[config.mk]
export PLATFORM = sky130hd
export DESIGN_NAME = travel_command_interlock
export DESIGN_NICKNAME = d
export VERILOG_FILES = /design/src/interlock_pkg.sv /design/src/contact_sync.sv /design/src/travel_command_interlock.sv
export SDC_FILE = /design/constraint.sdc
export NUM_CORES = 1
export LEC_CHECK = 0
export BUFFER_PORTS_ARGS = -buffer_cell sky130_fd_sc_hd__buf_2
export CORE_MARGIN = 4
export CORE_UTILIZATION = 39
export DETAILED_ROUTE_END_ITERATION = 16
export SLEW_MARGIN = 20
export SYNTH_ARGS = -nofsm -noshare
export SYNTH_HDL_FRONTEND = slang
export SYNTH_SLANG_ARGS = --single-unit
[constraint.sdc]
create_clock -name clock_i -period 2.8 [get_ports clock_i]
set_input_delay 0.56 -clock clock_i [delete_from_list [all_inputs] [get_ports clock_i]]
set_output_delay 0.56 -clock clock_i [all_outputs]
set_load 0.02 [all_outputs]
[src/interlock_pkg.sv]
`default_nettype none

package interlock_pkg;

	// =========================================================
	// Setting addresses on the parameter port
	// =========================================================
	localparam logic [15:0] SPEED_SRC_ADDR  = 16'h0180;
	localparam logic [15:0] DIR_SRC_ADDR    = 16'h0181;
	localparam logic [15:0] SPEED_PRIO_ADDR = 16'h02a7;
	localparam logic [15:0] OUT_FUNC_A_ADDR = 16'h0420;
	localparam logic [15:0] OUT_FUNC_B_ADDR = 16'h0421;

	// =========================================================
	// Values after reset and limits
	// =========================================================
	localparam logic [15:0] DIR_SRC_RESET    = 16'h0001;
	localparam logic [15:0] SPEED_SRC_RESET  = 16'h0000;
	localparam logic [15:0] SPEED_PRIO_RESET = 16'h0000;
	localparam logic [15:0] OUT_FUNC_RESET   = 16'h0000;
	localparam logic [15:0] SETTING_MAX      = 16'h0003;
	localparam logic [15:0] FUNC_BB_CLOSED   = 16'h002e;
	localparam logic [15:0] FUNC_BB_OPEN     = 16'h002f;
	localparam int          SYNC_STAGES      = 2;

	// =========================================================
	// Enumerations
	// =========================================================
	typedef enum logic [1:0] {
		DIR_KEYPAD   = 2'b00,
		DIR_TERMINAL = 2'b01,
		DIR_SERIAL   = 2'b10,
		DIR_OPTION   = 2'b11
	} dir_src_e;

	typedef enum logic [1:0] {
		SPD_PRESET = 2'b00,
		SPD_ANALOG = 2'b01,
		SPD_SERIAL = 2'b10,
		SPD_OPTION = 2'b11
	} speed_src_e;

	typedef enum logic [2:0] {
		REF_NONE    = 3'b000,
		REF_PRESET  = 3'b001,
		REF_ANALOG  = 3'b010,
		REF_SERIAL  = 3'b011,
		REF_OPTION  = 3'b100,
		REF_SERVICE = 3'b101
	} ref_sel_e;

	typedef enum logic [1:0] {
		ST_IDLE      = 2'b00,
		ST_WAIT_CONF = 2'b01,
		ST_UP        = 2'b10,
		ST_DOWN      = 2'b11
	} travel_state_e;

	// =========================================================
	// Carriers
	// =========================================================
	typedef struct packed {
		logic       baseblock_input_a;
		logic       baseblock_input_b;
		logic       up_command_terminal;
		logic       down_command_terminal;
		logic       speed_select;
		logic [2:0] speed_step;
		logic       service_speed;
		logic       contactor_confirm;
		logic       key_run;
		logic       key_stop;
		logic       key_fwd_rev;
		logic       analog_present;
	} contact_in_s;

	typedef struct packed {
		logic up;
		logic down;
	} dir_cmd_s;

endpackage

`default_nettype wire

[src/contact_sync.sv]
`timescale 1ns/1ps
`default_nettype none

module contact_sync
	import interlock_pkg::*;
#(
	parameter int WIDTH = 1
) (
	input  wire logic             clock_i,
	input  wire logic             reset_i,
	input  wire logic [WIDTH-1:0] async_i,
	output logic      [WIDTH-1:0] sync_o
);

	// First stage feeds only the second stage
	logic [WIDTH-1:0] meta_q;

	always_ff @(posedge clock_i) begin
		if (reset_i) begin
			meta_q <= '0;
			sync_o <= '0;
		end else begin
			meta_q <= async_i;
			sync_o <= meta_q;
		end
	end

endmodule

`default_nettype wire

[src/travel_command_interlock.sv]
`timescale 1ns/1ps
`default_nettype none

module travel_command_interlock
	import interlock_pkg::*;
(
	input  wire logic        clock_i,
	input  wire logic        reset_i,
	input  wire contact_in_s contacts_i,
	input  wire dir_cmd_s    serial_dir_i,
	input  wire dir_cmd_s    option_dir_i,
	input  wire logic        contactor_confirm_enable_i,
	input  wire logic        option_analog_fitted_i,
	input  wire logic        param_wr_i,
	input  wire logic        param_rd_i,
	input  wire logic [15:0] param_addr_i,
	input  wire logic [15:0] param_wdata_i,
	output logic      [15:0] param_rdata_o,
	output logic             param_reject_o,
	output logic             monitor_out_a_o,
	output logic             monitor_out_b_o,
	output logic             travel_up_o,
	output logic             travel_down_o,
	output logic             wait_contactor_o,
	output logic             running_o,
	output ref_sel_e         ref_select_o,
	output logic      [2:0]  speed_step_o,
	output logic             analog_channel_o
);

	// =========================================================
	// Helpers
	// =========================================================
	function automatic logic monitor_level(
		input logic [15:0] func,
		input logic        bb_a,
		input logic        bb_b
	);
		logic lvl;
		lvl = 1'b0;
		// Baseblock monitor decode
		// both closed polarity
		if (func == FUNC_BB_CLOSED) begin
			lvl = bb_a & bb_b;
		end
		if (func == FUNC_BB_OPEN) begin
			lvl = ~bb_a | ~bb_b;
		end
		return lvl;
	endfunction

	function automatic logic in_range(input logic [15:0] value);
		return value <= SETTING_MAX;
	endfunction

	// =========================================================
	// Input synchronisation
	// =========================================================
	contact_in_s contacts_sync;
	dir_cmd_s    serial_dir_sync;
	dir_cmd_s    option_dir_sync;
	logic        confirm_en_sync;
	logic        analog_fitted_sync;

	contact_sync #(
		.WIDTH ($bits(contact_in_s) + 2 * $bits(dir_cmd_s) + 2)
	) u_sync (
		.clock_i (clock_i),
		.reset_i (reset_i),
		.async_i ({contacts_i, serial_dir_i, option_dir_i,
		           contactor_confirm_enable_i, option_analog_fitted_i}),
		.sync_o  ({contacts_sync, serial_dir_sync, option_dir_sync,
		           confirm_en_sync, analog_fitted_sync})
	);

	// =========================================================
	// Settings
	// =========================================================
	dir_src_e      dir_src_q;
	speed_src_e    speed_src_q;
	logic [1:0]    speed_prio_q;
	logic [15:0]   out_func_a_q;
	logic [15:0]   out_func_b_q;
	travel_state_e state_q;
	travel_state_e state_d;
	logic          busy;
	logic          wr_locked;
	logic          wr_bad_value;

	assign busy = state_q != ST_IDLE;

	assign wr_locked = busy && (param_addr_i == DIR_SRC_ADDR ||
	                            param_addr_i == SPEED_SRC_ADDR ||
	                            param_addr_i == SPEED_PRIO_ADDR);

	assign wr_bad_value = !in_range(param_wdata_i) &&
	                      (param_addr_i == DIR_SRC_ADDR ||
	                       param_addr_i == SPEED_SRC_ADDR ||
	                       param_addr_i == SPEED_PRIO_ADDR);

	always_ff @(posedge clock_i) begin
		if (reset_i) begin
			dir_src_q    <= dir_src_e'(DIR_SRC_RESET[1:0]);
			speed_src_q  <= speed_src_e'(SPEED_SRC_RESET[1:0]);
			speed_prio_q <= SPEED_PRIO_RESET[1:0];
			out_func_a_q <= OUT_FUNC_RESET;
			out_func_b_q <= OUT_FUNC_RESET;
		end else if (param_wr_i && !wr_locked && !wr_bad_value) begin
			unique case (param_addr_i)
				DIR_SRC_ADDR: begin
					dir_src_q <= dir_src_e'(param_wdata_i[1:0]);
				end
				SPEED_SRC_ADDR: begin
					speed_src_q <= speed_src_e'(param_wdata_i[1:0]);
				end
				SPEED_PRIO_ADDR: begin
					speed_prio_q <= param_wdata_i[1:0];
				end
				OUT_FUNC_A_ADDR: begin
					out_func_a_q <= param_wdata_i;
				end
				OUT_FUNC_B_ADDR: begin
					out_func_b_q <= param_wdata_i;
				end
				default: begin
				end
			endcase
		end
	end

	// Unmapped writes are not flagged; only refused settings are
	always_ff @(posedge clock_i) begin
		if (reset_i) begin
			param_reject_o <= 1'b0;
		end else begin
			param_reject_o <= param_wr_i && (wr_locked || wr_bad_value);
		end
	end

	always_ff @(posedge clock_i) begin
		if (reset_i) begin
			param_rdata_o <= 16'h0000;
		end else if (param_rd_i) begin
			unique case (param_addr_i)
				DIR_SRC_ADDR:    param_rdata_o <= {14'h0000, dir_src_q};
				SPEED_SRC_ADDR:  param_rdata_o <= {14'h0000, speed_src_q};
				SPEED_PRIO_ADDR: param_rdata_o <= {14'h0000, speed_prio_q};
				OUT_FUNC_A_ADDR: param_rdata_o <= out_func_a_q;
				OUT_FUNC_B_ADDR: param_rdata_o <= out_func_b_q;
				default:         param_rdata_o <= 16'h0000;
			endcase
		end
	end

	// =========================================================
	// Operator keypad latch
	// =========================================================
	logic key_run_last_q;
	logic key_stop_last_q;
	logic key_rev_last_q;
	logic key_run_q;
	logic key_reverse_q;

	always_ff @(posedge clock_i) begin
		if (reset_i) begin
			key_run_last_q  <= 1'b0;
			key_stop_last_q <= 1'b0;
			key_rev_last_q  <= 1'b0;
		end else begin
			key_run_last_q  <= contacts_sync.key_run;
			key_stop_last_q <= contacts_sync.key_stop;
			key_rev_last_q  <= contacts_sync.key_fwd_rev;
		end
	end

	// Stop key wins over run key pressed in the same cycle
	always_ff @(posedge clock_i) begin
		if (reset_i) begin
			key_run_q <= 1'b0;
		end else if (dir_src_q != DIR_KEYPAD) begin
			key_run_q <= 1'b0;
		end else if (contacts_sync.key_stop && !key_stop_last_q) begin
			key_run_q <= 1'b0;
		end else if (contacts_sync.key_run && !key_run_last_q) begin
			key_run_q <= 1'b1;
		end
	end

	// Direction may only be reversed while stopped
	always_ff @(posedge clock_i) begin
		if (reset_i) begin
			key_reverse_q <= 1'b0;
		end else if (contacts_sync.key_fwd_rev && !key_rev_last_q && !key_run_q) begin
			key_reverse_q <= ~key_reverse_q;
		end
	end

	// =========================================================
	// Direction command selection
	// =========================================================
	logic cmd_up;
	logic cmd_down;

	always_comb begin
		cmd_up   = 1'b0;
		cmd_down = 1'b0;
		unique case (dir_src_q)
			DIR_KEYPAD: begin
				cmd_up   = key_run_q & ~key_reverse_q;
				cmd_down = key_run_q & key_reverse_q;
			end
			DIR_TERMINAL: begin
				cmd_up   = contacts_sync.up_command_terminal;
				cmd_down = contacts_sync.down_command_terminal;
			end
			DIR_SERIAL: begin
				cmd_up   = serial_dir_sync.up;
				cmd_down = serial_dir_sync.down;
			end
			DIR_OPTION: begin
				cmd_up   = option_dir_sync.up;
				cmd_down = option_dir_sync.down;
			end
		endcase
	end

	// =========================================================
	// Speed reference selection
	// =========================================================
	logic     steps_any;
	logic     speed_ok;
	ref_sel_e ref_sel;

	assign steps_any = |contacts_sync.speed_step;

	// priority three needs a step input
	assign speed_ok = contacts_sync.speed_select &&
	                  (speed_prio_q != 2'd3 || steps_any);

	always_comb begin
		ref_sel = REF_NONE;
		if (contacts_sync.speed_select) begin
			unique case (speed_src_q)
				SPD_PRESET: begin
					if (speed_prio_q inside {2'd1, 2'd2} && contacts_sync.analog_present) begin
						ref_sel = REF_ANALOG;
					end else begin
						ref_sel = REF_PRESET;
					end
				end
				SPD_ANALOG: begin
					if (speed_prio_q == 2'd0 && contacts_sync.service_speed) begin
						ref_sel = REF_SERVICE;
					end else begin
						ref_sel = REF_ANALOG;
					end
				end
				SPD_SERIAL, SPD_OPTION: begin
					if (speed_prio_q inside {2'd1, 2'd2} && steps_any) begin
						ref_sel = REF_PRESET;
					end else if (speed_src_q == SPD_SERIAL) begin
						ref_sel = REF_SERIAL;
					end else begin
						ref_sel = REF_OPTION;
					end
				end
			endcase
		end
	end

	always_ff @(posedge clock_i) begin
		if (reset_i) begin
			ref_select_o     <= REF_NONE;
			speed_step_o     <= 3'h0;
			analog_channel_o <= 1'b0;
		end else begin
			ref_select_o     <= ref_sel;
			speed_step_o     <= contacts_sync.speed_step;
			analog_channel_o <= analog_fitted_sync;
		end
	end

	// =========================================================
	// Travel start and stop
	// =========================================================
	logic bb_enabled;
	logic start_ok;
	logic confirm_ok;

	assign bb_enabled = contacts_sync.baseblock_input_a & contacts_sync.baseblock_input_b;

	assign start_ok = speed_ok && bb_enabled && (cmd_up ^ cmd_down);

	assign confirm_ok = !confirm_en_sync || contacts_sync.contactor_confirm;

	always_comb begin
		state_d = state_q;
		unique case (state_q)
			ST_IDLE: begin
				if (start_ok) begin
					if (!confirm_ok) begin
						state_d = ST_WAIT_CONF;
					end else if (cmd_up) begin
						state_d = ST_UP;
					end else begin
						state_d = ST_DOWN;
					end
				end
			end
			ST_WAIT_CONF: begin
				if (!start_ok) begin
					state_d = ST_IDLE;
				end else if (confirm_ok) begin
					state_d = cmd_up ? ST_UP : ST_DOWN;
				end
			end
			ST_UP: begin
				if (!cmd_up || !speed_ok || !bb_enabled) begin
					state_d = ST_IDLE;
				end
			end
			ST_DOWN: begin
				if (!cmd_down || !speed_ok || !bb_enabled) begin
					state_d = ST_IDLE;
				end
			end
		endcase
	end

	always_ff @(posedge clock_i) begin
		if (reset_i) begin
			state_q <= ST_IDLE;
		end else begin
			state_q <= state_d;
		end
	end

	// Outputs follow the next state so they track the state register
	always_ff @(posedge clock_i) begin
		if (reset_i) begin
			travel_up_o      <= 1'b0;
			travel_down_o    <= 1'b0;
			wait_contactor_o <= 1'b0;
			running_o        <= 1'b0;
		end else begin
			travel_up_o      <= state_d == ST_UP;
			travel_down_o    <= state_d == ST_DOWN;
			wait_contactor_o <= state_d == ST_WAIT_CONF;
			running_o        <= state_d != ST_IDLE;
		end
	end

	// =========================================================
	// Baseblock monitor outputs
	// =========================================================
	// Uses synced inputs and a registered output; contact bounce is not filtered and passes through to the monitor
	always_ff @(posedge clock_i) begin
		if (reset_i) begin
			monitor_out_a_o <= 1'b0;
			monitor_out_b_o <= 1'b0;
		end else begin
			monitor_out_a_o <= monitor_level(out_func_a_q,
			                                 contacts_sync.baseblock_input_a,
			                                 contacts_sync.baseblock_input_b);
			monitor_out_b_o <= monitor_level(out_func_b_q,
			                                 contacts_sync.baseblock_input_a,
			                                 contacts_sync.baseblock_input_b);
		end
	end

endmodule

`default_nettype wire

==> After elaboration in Yosys (flattened, before gate mapping) <==
Index checks and enable logic that the tools add are counted.
{ "word_totals": {"ff_bits": 115, "input_bits": 56, "output_inout_bits": 30, "elab_cells": 131} }
{ "op_classes": {"magnitude_cmp": 1, "n_eq_ne": 24, "mux": 20, "n_bitwise": 9, "n_reduce_logical": 53} }
{ "op_table": {"columns": ["operator", "count"], "rows": [
  ["16-bit case mux with 5 select lines", 1],
  ["16-bit by 6-bit == test with 1-bit output (second input constant)", 4],
  ["16-bit by 11-bit == test with 1-bit output (second input constant)", 2],
  ["16-bit by 9-bit == test with 1-bit output (second input constant)", 2],
  ["2-bit == test (second input constant)", 9],
  ["16-bit by 10-bit == test with 1-bit output (second input constant)", 1],
  ["16-bit by 2-bit <= comparator with 1-bit output (second input constant)", 1],
  ["1-bit logical AND", 15],
  ["2-bit 2-to-1 mux", 7],
  ["1-bit zero test", 12],
  ["2-bit by 1-bit == test with 1-bit output (second input constant)", 5],
  ["2-bit AND reduction", 5],
  ["1-bit logical OR", 9],
  ["3-bit 2-to-1 mux", 3],
  ["3-bit case mux with 3 select lines", 1],
  ["2-bit zero test", 4],
  ["1-bit case mux with 4 select lines", 2],
  ["2-bit case mux with 4 select lines", 1],
  ["2-bit nonzero test", 4],
  ["3-bit OR reduction", 2],
  ["1-bit 2-to-1 mux", 5],
  ["1-bit inverter", 4],
  ["2-bit OR reduction", 2],
  ["1-bit AND", 3],
  ["other kinds (3)", 3]
]} }

==> Logic depth before layout (Yosys ltp) <==
Gate-level depths: netlist (run 1).
{ "logic_depth": {"depth_word": 9, "mapped_depth": 7, "ltp_nobuf": 6} }

==> By module <==
From an unflattened synthesis (run 1), not the netlist that was laid out.
{ "hier_totals": {"cells_unflattened": 435, "area_unflattened_um2": 4479.3} }
{ "modules_own_cells": {"columns": ["module", "instances", "cells_per_inst", "area_each_um2"], "rows": [
  ["travel_command_interlock", 1, 351, 3323.2],
  ["contact_sync", 1, 84, 1156.1]
]} }

==> Least setup slack after synthesis (run 1) <==
No wires, ideal clock.
{ "synth_path": {"kind": "input port to flip-flop", "start": "input param_addr_i[6]", "end": "register out_func_b_q[10]", "arrival_ns": 2.379, "t_required_ns": 2.672, "slack_ns": 0.294, "cell_stages": 7, "path_buffers": 2, "path_cell_list": "or4b_4 or3b_4 or4_1 buf_6 buf_6 mux2i_1 nor2_1"} }
{ "synth_between": {"elab_chain_cells": 8, "word_cells_on_any_way": 13, "cone_classes": "eq/ne: 4; reduce/logical: 9"} }
{ "synth_lines": {"columns": ["element", "line", "rtl"], "rows": [
  ["start, declared", "travel_command_interlock.sv:16", "input wire logic [15:0] param_addr_i,"],
  ["16-bit by 9-bit == test with 1-bit output (on tied branches)", null, null],
  ["1-bit logical OR", "travel_command_interlock.sv:92, travel_command_interlock.sv:97", null],
  ["1-bit logical OR", "travel_command_interlock.sv:93, travel_command_interlock.sv:98", null],
  ["1-bit logical AND", "travel_command_interlock.sv:92", "assign wr_locked = busy && (param_addr_i == DIR_SRC_ADDR ||"],
  ["1-bit zero test", "travel_command_interlock.sv:108", "end else if (param_wr_i && !wr_locked && !wr_bad_value) begin"],
  ["1-bit logical AND (2 in series)", "travel_command_interlock.sv:108", null],
  ["2-bit AND reduction (no line) *", null, null],
  ["end signal, assigned", "travel_command_interlock.sv:123", "out_func_b_q <= param_wdata_i;"],
  ["end, declared", "travel_command_interlock.sv:83", "logic [15:0] out_func_b_q;"]
]} }
Mark *: on every way between the ends. The rest lies on a longest branch, timed or not.
A chain may end at the register's enable or synchronous reset.

==> Final worst setup path (run 1) <==
{ "layout_path": {"start": "input param_addr_i[6]", "end": "register out_func_b_q[2]"} }
Same word-level chain as after synthesis.

==> reports/summary.txt, run 1 <==
outcome: finished, final reports clean
Worst EP arrival: 2.52 ns
FP Rows: 38
minimum clock period: 2.13 ns
total power draw: 3.96 mW
Num CTS Buffers: 17
commonest non-fill, non-tap cell in the layout: dfxtp_1
clock sinks: 115
Post-route DRC: 0
clk_skew: 0.00490 ns
VDD IR max: 0.000583 V
Synth Flop Type: dfxtp_1
CP max FO: 18
count of cell types in the netlist: 45
Congestion Overflow GR: 0
Initial Utilization: 0.402
Hold Fails Final Rpt: 0
# setup viols final: 0
Clk Latency, worst-skew pair: 0.51 ns
post_cts resized: 0
Final Core Density: 0.507
vias in the first global route: 3190
core area: 10900 sq um
Post-Layout Cell Count: 670
Layout area overhead: 26.1%
power density over the cells: 718 nW/um^2
diode count: 0
pin count of the biggest net entering global routing: 51
wirelength, routed: 9260 um
syn_nets: 489
initial antenna violation count: 0
setup TNS: 0 ns
fin nets: 576
Worst-path clk slew: 0.06 ns
Post-DP HPWL: 6590 um
most frequent cells in the layout: 115 x dfxtp_1, 85 x buf_2, 51 x nor2b_1, 45 x nor2_1, 37 x mux2i_1
Max Cap Viol: 0
worst-margin pin slew: 0.559 ns
Placed Cells: 639
CP Launch Type: primary input
average size of a mapped cell: 10.2 sq um
routability congestion estimate from global placement: 0.796
Worst Setup Path Type: in2reg
H-tree depth: 4
flops & latches, synth: 115
Die Area: 13000 sq um
Synth warnings: 0
die extent in y: 114 um
TritonRoute pass-1 iters: 4
layout cell share with drive strength beyond 1: 0.272
Leak: 2.32 nW
DR vias: 3242
Slew Viols, Final: 0
Vias/cell: 4.84
IO Port Bufs: 85
DIE WIDTH: 114 um
first-pass GRT wire length: 15200 um
Root Driver: clkbuf_8
Worst slew margin: 0.624
Critical Path RT: 3.19 ns
Max Freq: 0.470 GHz
CTS tree: done
Tot GR Track Use: 0.151
worst min path class: in2reg
Synth Instances: 431
CP Capture Type: flip-flop
hold buffers post-CTS: 0
remaining antenna violation count after routing: 0
initial drt markers: 193
FFs w/ async S/R, synth: 0
WL per Instance: 13.8 um
period utilization: 0.761
CTS max path bufs: 2
Mapped Area: 4380 sq um
number of post-CTS setup repair buffers: 0
register area share after synthesis: 0.526
IO Pins: 86
Post-synth EDFFs: 0
Fillers: 1003
RSZ-0062 raised after global routing: no
[cell usage after synthesis, drive strengths merged, types with 6 or more instances]
master | count | area, sq um
dfxtp | 115 | 2300
nor2b | 51 | 319
nor2 | 45 | 169
mux2i | 37 | 370
nand3 | 20 | 100
a21oi | 18 | 90.1
mux2 | 17 | 191
clkbuf | 16 | 60.1
nand2 | 16 | 60.1
nand2b | 16 | 100
nor4 | 11 | 83.8
inv | 9 | 33.8
buf | 6 | 46.3
[worst paths after layout]
path	slack, ns	cells past startpoint	startpoint	to
setup / recovery	0.67	7	param_addr_i[6]	out_func_b_q[2]$_SDFFE_PP0P_
setup reg to reg	0.89	6	speed_prio_q[1]$_SDFFE_PP0P_	travel_down_o$_SDFF_PP0_
hold reg to reg	0.42	1	u_sync.sync_o[8]$_SDFF_PP0_	key_run_q$_SDFFE_PP0P_
hold / removal	0.25	2	contacts_i[8]	u_sync.meta_q[14]$_SDFF_PP0_
[through the flow]
step	area, sq um	hold slack, ns	worst slack [ns]
6_report	5520	0.248	0.671
2_1_floorplan	4380	0.397	0.294
3_3_place_gp	4920	0.403	0.198
3_5_place_dp	4920	0.415	0.151
4_1_cts	5520	0.224	0.699
5_1_grt	5520	0.228	0.625
[critical path, stage by stage]
cell	delay (ns)
buf_2	0.11
or4b_4	0.54
or3b_4	0.41
or4_1	0.40
buf_4	0.24
mux2i_1	0.20
nor2_1	0.05
[per-layer routing]
layer / share of wire / track usage
met4: 0.011 / 0.0570
met5: 0 / 0
met1: 0.43 / 0.176
met2: 0.50 / 0.251
met3: 0.056 / 0.0599
[report_power, final]
part | switching, mW | internal (mW)
sequential | 0.00892 | 1.67
combinational | 0.0815 | 0.0672
clock | 0.739 | 1.40
[cells by family after synthesis]
family / count (synthesis) / synth area share
multiplexers: 56 / 0.139
AO/OA/AOI/OAI: 35 / 0.0489
XOR/XNOR: 4 / 0.00801
flip-flops: 115 / 0.526
adder cells (fa/ha/maj): 2 / 0.00572
AND/OR/NAND/NOR: 188 / 0.240
buffers and inverters: 31 / 0.0320
[state kept, by name, summed over array words and instances (netlist names), 2 cells and up]
register and cells:
speed_src_q 2, out_func_a_q 16, out_func_b_q 16, state_q 2, speed_prio_q 2, u_sync.sync_o 20, ref_select_o 3, dir_src_q 2
u_sync.meta_q 20, speed_step_o 3, param_rdata_o 16
[cell type report]
type,count,area [sq um],share of cell area
Multi-Input combinational cell,285,1930,0.350
Clock inverter,12,156,0.0283
Clock buffer,19,442,0.0800
Timing Repair Buffer,90,475,0.0862
Inverter,9,33.8,0.00612
Sequential cell,115,2300,0.417
Tap cell,140,175,0.0317
No activity file was read; power rests on OpenSTA's default activity.
==> run 2, diff against run 1 <==
Clock period 2.8 ns to 2 ns, I/O delays scaled along.
==> run 2 against run 1 <==
Non-clock buffer count is 16 higher. Clock power is 34% higher. Register-to-register slack worse by 0.71 ns. Sequential share of layout area is 0.73 points lower. Cell count is 2.4% higher. Via count is 1.1% higher. Clock skew is 0.0045 ns higher. Flip-flop and latch count stayed put. Clock-buffer cell count stayed put. Largest cell class unchanged.
==> reports/summary.txt, run 2 (synthesis gave the netlist of run 1 again) <==
outcome: finished, final reports clean
Post-DP HPWL: 6700 um
IO Pins: 86
Layout area overhead: 28.4%
Worst Setup Path Type: in2reg
Seq pwr share: 0.432
CP Buf/Inv Count: 1
hold buffers post-CTS: 0
Critical-path top delay cell: or4_4
IO Port Bufs: 85
Clock Power Share: 0.528
Post-route DRC: 0
Congestion Overflow GR: 0
period utilization: 0.984
die extent in y: 114 um
DIE WIDTH: 114 um
Clk Latency, worst-skew pair: 0.52 ns
Root Driver: clkbuf_8
clk_skew: 0.00943 ns
core area: 10900 sq um
Top Registers: u_sync.meta_q x20, u_sync.sync_o x20
crit-path cells: buf_2, or4b_4, or3b_4, or4_4, mux2i_1, nor2_1
CP Capture Type: flip-flop
vias in the first global route: 3280
Worst EP arrival: 2.36 ns
Worst slew margin: 0.528
Net Switching: 1.17 mW
diode count: 0
power density over the cells: 968 nW/um^2
Max Cap Viol: 0
Switching Fraction: 0.215
CP max FO: 18
layout cell share with drive strength beyond 1: 0.295
first-pass GRT wire length: 15400 um
number of post-CTS setup repair buffers: 0
Hold Fails Final Rpt: 0
commonest non-fill, non-tap cell in the layout: dfxtp_1
internal power: 4.27 mW
CTS tree: done
Slew Viols, Final: 0
# setup viols final: 0
RSZ-0062 raised after global routing: no
Hold WS: 0.0898 ns
most frequent cells in the layout: 115 x dfxtp_1, 85 x buf_2, 51 x nor2b_1, 45 x nor2_1, 37 x mux2i_1
crit-path max cell delay: 0.59 ns
fin nets: 592
Num CTS Buffers: 17
routability congestion estimate from global placement: 0.772
initial antenna violation count: 0
Critical Path RT: 2.39 ns
post_cts resized: 0
Comb power frac: 0.040
Max Freq: 0.508 GHz
Fillers: 991
Top delay family on crit path: simple AND/OR/NAND/NOR gates
Leak: 2.39 nW
Die Area: 13000 sq um
initial drt markers: 189
minimum clock period: 1.97 ns
wirelength, routed: 9420 um
clock sinks: 115
WL per Instance: 13.7 um
remaining antenna violation count after routing: 0
CTS max path bufs: 2
Initial Utilization: 0.402
Tot GR Track Use: 0.153
Worst-path clk slew: 0.06 ns
TritonRoute pass-1 iters: 6
Vias/cell: 4.78
worst min path class: in2reg
CP Launch Type: primary input
pin count of the biggest net entering global routing: 75
FP Rows: 38
H-tree depth: 4
post-route cell area: 5620 sq um
DP Area: 5040 sq um
DR vias: 3279
worst-margin pin slew: 0.708 ns
VDD IR max: 0.000721 V
-- run 2: cell types whose count changed in the layout (fill, tap and decap cells not counted), sizes merged --
cell    change
buf        +16
bufinv      -1
inv         +1
-- run 2: worst reg2reg max path, cell delays in order (launching register included) --
cell	delay [ns]
dfxtp_1	0.34
ha_1	0.14
or4b_2	0.60
nand4_1	0.18
nand2b_1	0.20
a311oi_1	0.08
and2_1	0.16
-- run 2: stage by stage --
step	total power [mW]	setup slack (ns)	setup TNS, ns	instances	utilization
finish	5.44	0.0327	0	686	0.516
global route	5.64	0.00633	0	686	0.516
CTS	5.50	0.0620	0	686	0.516
detailed placement	2.62	-0.494	-17.08	655	0.463
global placement	2.61	-0.422	-15.97	655	0.463
floorplan	2.51	-0.344	-9.55	431	-
-- run 2: area by class of cell --
type	count	area, sq um	area share
well taps	140	175	0.0312
clock inverters	12	131	0.0234
flip-flops and latches	115	2300	0.410
clock buffers	19	442	0.0786
inverters	9	33.8	0.00601
multi-input cells	285	1940	0.345
repair buffers	106	596	0.106
-- run 2: routing by layer --
metal	track usage	wire [um]	vias to the layer above
met5	0	0	-
li1	-	-	1691
met2	0.253	4760	61
met4	0.0665	100	0
met1	0.180	4150	1517
met3	0.0536	406	10
-- run 2: power by group through the flow --
stage	Combinational, mW	Sequential [mW]	Clock, mW
3_5_place_dp	0.219	2.40	0
4_1_cts	0.219	2.35	2.93
5_1_grt	0.242	2.35	3.05
2_1_floorplan	0.113	2.40	0
3_3_place_gp	0.215	2.40	0
6_report	0.217	2.35	2.87
-- run 2: final timing paths --
check	end	cells after the start	slack, ns	start
setup / recovery	out_func_b_q[6]$_SDFFE_PP0P_	6	0.03	param_addr_i[6]
hold / removal	u_sync.meta_q[14]$_SDFF_PP0_	2	0.09	contacts_i[8]
setup reg to reg	travel_down_o$_SDFF_PP0_	6	0.18	speed_prio_q[1]$_SDFFE_PP0P_
hold reg to reg	key_run_q$_SDFFE_PP0P_	1	0.43	u_sync.sync_o[8]$_SDFF_PP0_
==> run 3, diff against run 2 <==
Settings changed: ABC_AREA set to 0, CELL_PAD_IN_SITES_DETAIL_PLACEMENT set to 1, CELL_PAD_IN_SITES_GLOBAL_PLACEMENT set to 2, CORE_UTILIZATION 39 to 34, PLACE_DENSITY_LB_ADDON set to 0.1.
==> run 3 against run 2 <==
The run now ends with negative setup slack left. Register-to-register slack got worse by 0.03 ns. Critical path depth unchanged. Combinational power up 6%. Clock skew increased by 0.00083 ns.
==> reports/summary.txt, run 3 (synthesis gave the netlist of run 1 again) <==
outcome: finished with violations
failing checks: negative setup slack
first-pass GRT wire length: 18000 um
Reg2Reg Launch Point: speed_prio_q[0]$_SDFFE_PP0P_
DP Worst Slack: -0.438 ns
IO Port Bufs: 85
Fillers: 1443
clock sinks: 115
Layout area overhead: 32.3%
Initial Utilization: 0.347
Worst-path clk slew: 0.05 ns
DIE WIDTH: 121 um
fin nets: 600
Slew Viols, Final: 0
Critical Path RT: 2.28 ns
TritonRoute pass-1 iters: 4
CP max FO: 18
WL met3: 502 um
Hold Crit Start: contacts_i[3]
remaining antenna violation count after routing: 0
VDD IR max: 0.000909 V
Num CTS Buffers: 17
CTS max path bufs: 2
CP Capture Type: flip-flop
Max Freq: 0.496 GHz
pin count of the biggest net entering global routing: 35
Worst EP arrival: 2.29 ns
worst min path class: in2reg
Hold Fails Final Rpt: 0
vias in the first global route: 3577
die extent in y: 121 um
initial drt markers: 163
WHS Path Cells: 2
Worst slew margin: 0.613
wirelength, routed: 11300 um
Top Registers: u_sync.meta_q x20, u_sync.sync_o x20
power density over the cells: 979 nW/um^2
routability congestion estimate from global placement: 0.748
clk_skew: 0.0103 ns
FP Rows: 41
most frequent cells in the layout: 115 x dfxtp_1, 84 x buf_2, 51 x nor2b_1, 45 x nor2_1, 35 x mux2i_1
core area: 12600 sq um
Post-route DRC: 0
DR vias: 3402
Top Metal Used: met4
initial antenna violation count: 0
worst-margin pin slew: 0.575 ns
Critical-path top delay cell: or4_4
met1 WL: 4850 um
H-tree depth: 4
RSZ-0062 raised after global routing: yes
CTS tree: done
Root Driver: clkbuf_16
PnR worst setup slack: -0.0156 ns
period utilization: 1.01
crit-path max cell delay: 0.60 ns
Max Cap Viol: 0
Hold WS: 0.195 ns
flop-to-flop setup slack: 0.15 ns
CP Launch Type: primary input
Congestion Overflow GR: 0
hold buffers post-CTS: 0
minimum clock period: 2.02 ns
length in cells of the worst reg-to-reg path: 6
layout cell share with drive strength beyond 1: 0.307
Clk Latency, worst-skew pair: 0.41 ns
met2 WL: 5820 um
worst r2r dst: travel_down_o$_SDFF_PP0_
IO Pins: 86
# setup viols final: 6
Hold Path Sink: u_sync.meta_q[9]$_SDFF_PP0_
Die Area: 14700 sq um
Tot GR Track Use: 0.160
Worst Setup Path Type: in2reg
crit-path cells: buf_6, or4b_4, or3b_4, or4_4, mux2i_1, nor2_1
Vias/cell: 4.69
Leak: 2.45 nW
setup TNS: -0.0716 ns
Post-DP HPWL: 7920 um
diode count: 0
commonest non-fill, non-tap cell in the layout: dfxtp_1
WL per Instance: 15.6 um
run 3: cell count changes in the layout (fill, tap and decap cells not counted), sizes merged:
cell	previous run	this run
inv	11	10
clkinvlp	4	5
clkbuf	19	21
buf	106	113
clkinv	4	2
bufinv	2	3
run 3: what timing repair did:
| item | 4_1_cts | 5_1_grt |
|---|---|---|
| pin swaps | 0 | 3 |
| endpoints found under the setup margin | 4 | 26 |
| cloned | 0 | 1 |
| resized for setup | 0 | 4 |
| setup buffers | 0 | 1 |
run 3: worst max-delay path, delay by kind of cell:
kind	cells	cell delay [ns]
simple gates	4	1.57
buf+inv	1	0.09
mux	1	0.22
run 3: how the worst max path moves through the flow:
stage | start | end | slack (ns) | depth (start not counted)
6_report | param_addr_i[6] | out_func_b_q[2]$_SDFFE_PP0P_ | -0.02 | 6
2_1_floorplan | param_addr_i[6] | out_func_b_q[10]$_SDFFE_PP0P_ | -0.34 | 7
5_1_grt | param_addr_i[6] | out_func_b_q[8]$_SDFFE_PP0P_ | -0.08 | 6
4_1_cts | param_addr_i[6] | out_func_b_q[6]$_SDFFE_PP0P_ | -0.02 | 6
3_3_place_gp | param_addr_i[6] | out_func_b_q[9]$_SDFFE_PP0P_ | -0.42 | 6
3_5_place_dp | param_addr_i[6] | out_func_b_q[2]$_SDFFE_PP0P_ | -0.44 | 6
run 3: through the flow:
| step | utilization | total power [mW] | area, sq um | cells |
|---|---|---|---|---|
| final | 0.459 | 5.67 | 5790 | 726 |
| after floorplan | - | 2.51 | 4380 | 431 |
| after CTS | 0.455 | 5.74 | 5740 | 724 |
| after detailed placement | 0.406 | 2.63 | 5130 | 693 |
| after global placement | 0.406 | 2.62 | 5130 | 693 |
| after global routing | 0.459 | 5.90 | 5790 | 726 |
run 3: layout make-up:
type                    instances  area [sq um]  area share
clock buffers                  20           457      0.0789
multi-input cells             285          1940       0.336
clock inverters                11           154      0.0266
flip-flops and latches        115          2300       0.398
repair buffers                114           683       0.118
inverters                       9          33.8     0.00584
well taps                     172           215      0.0372
run 3: power by group:
part           total, mW  switching (mW)  internal (mW)
Clock               3.09            1.06           2.02
Combinational      0.230           0.121          0.109
Sequential          2.35          0.0133           2.34
run 3: routing by layer:
metal  vias up  global-route usage
met4         0              0.0532
met2        71               0.275
met5         -                   0
li1       1712                   -
met3        10              0.0559
met1      1609               0.185
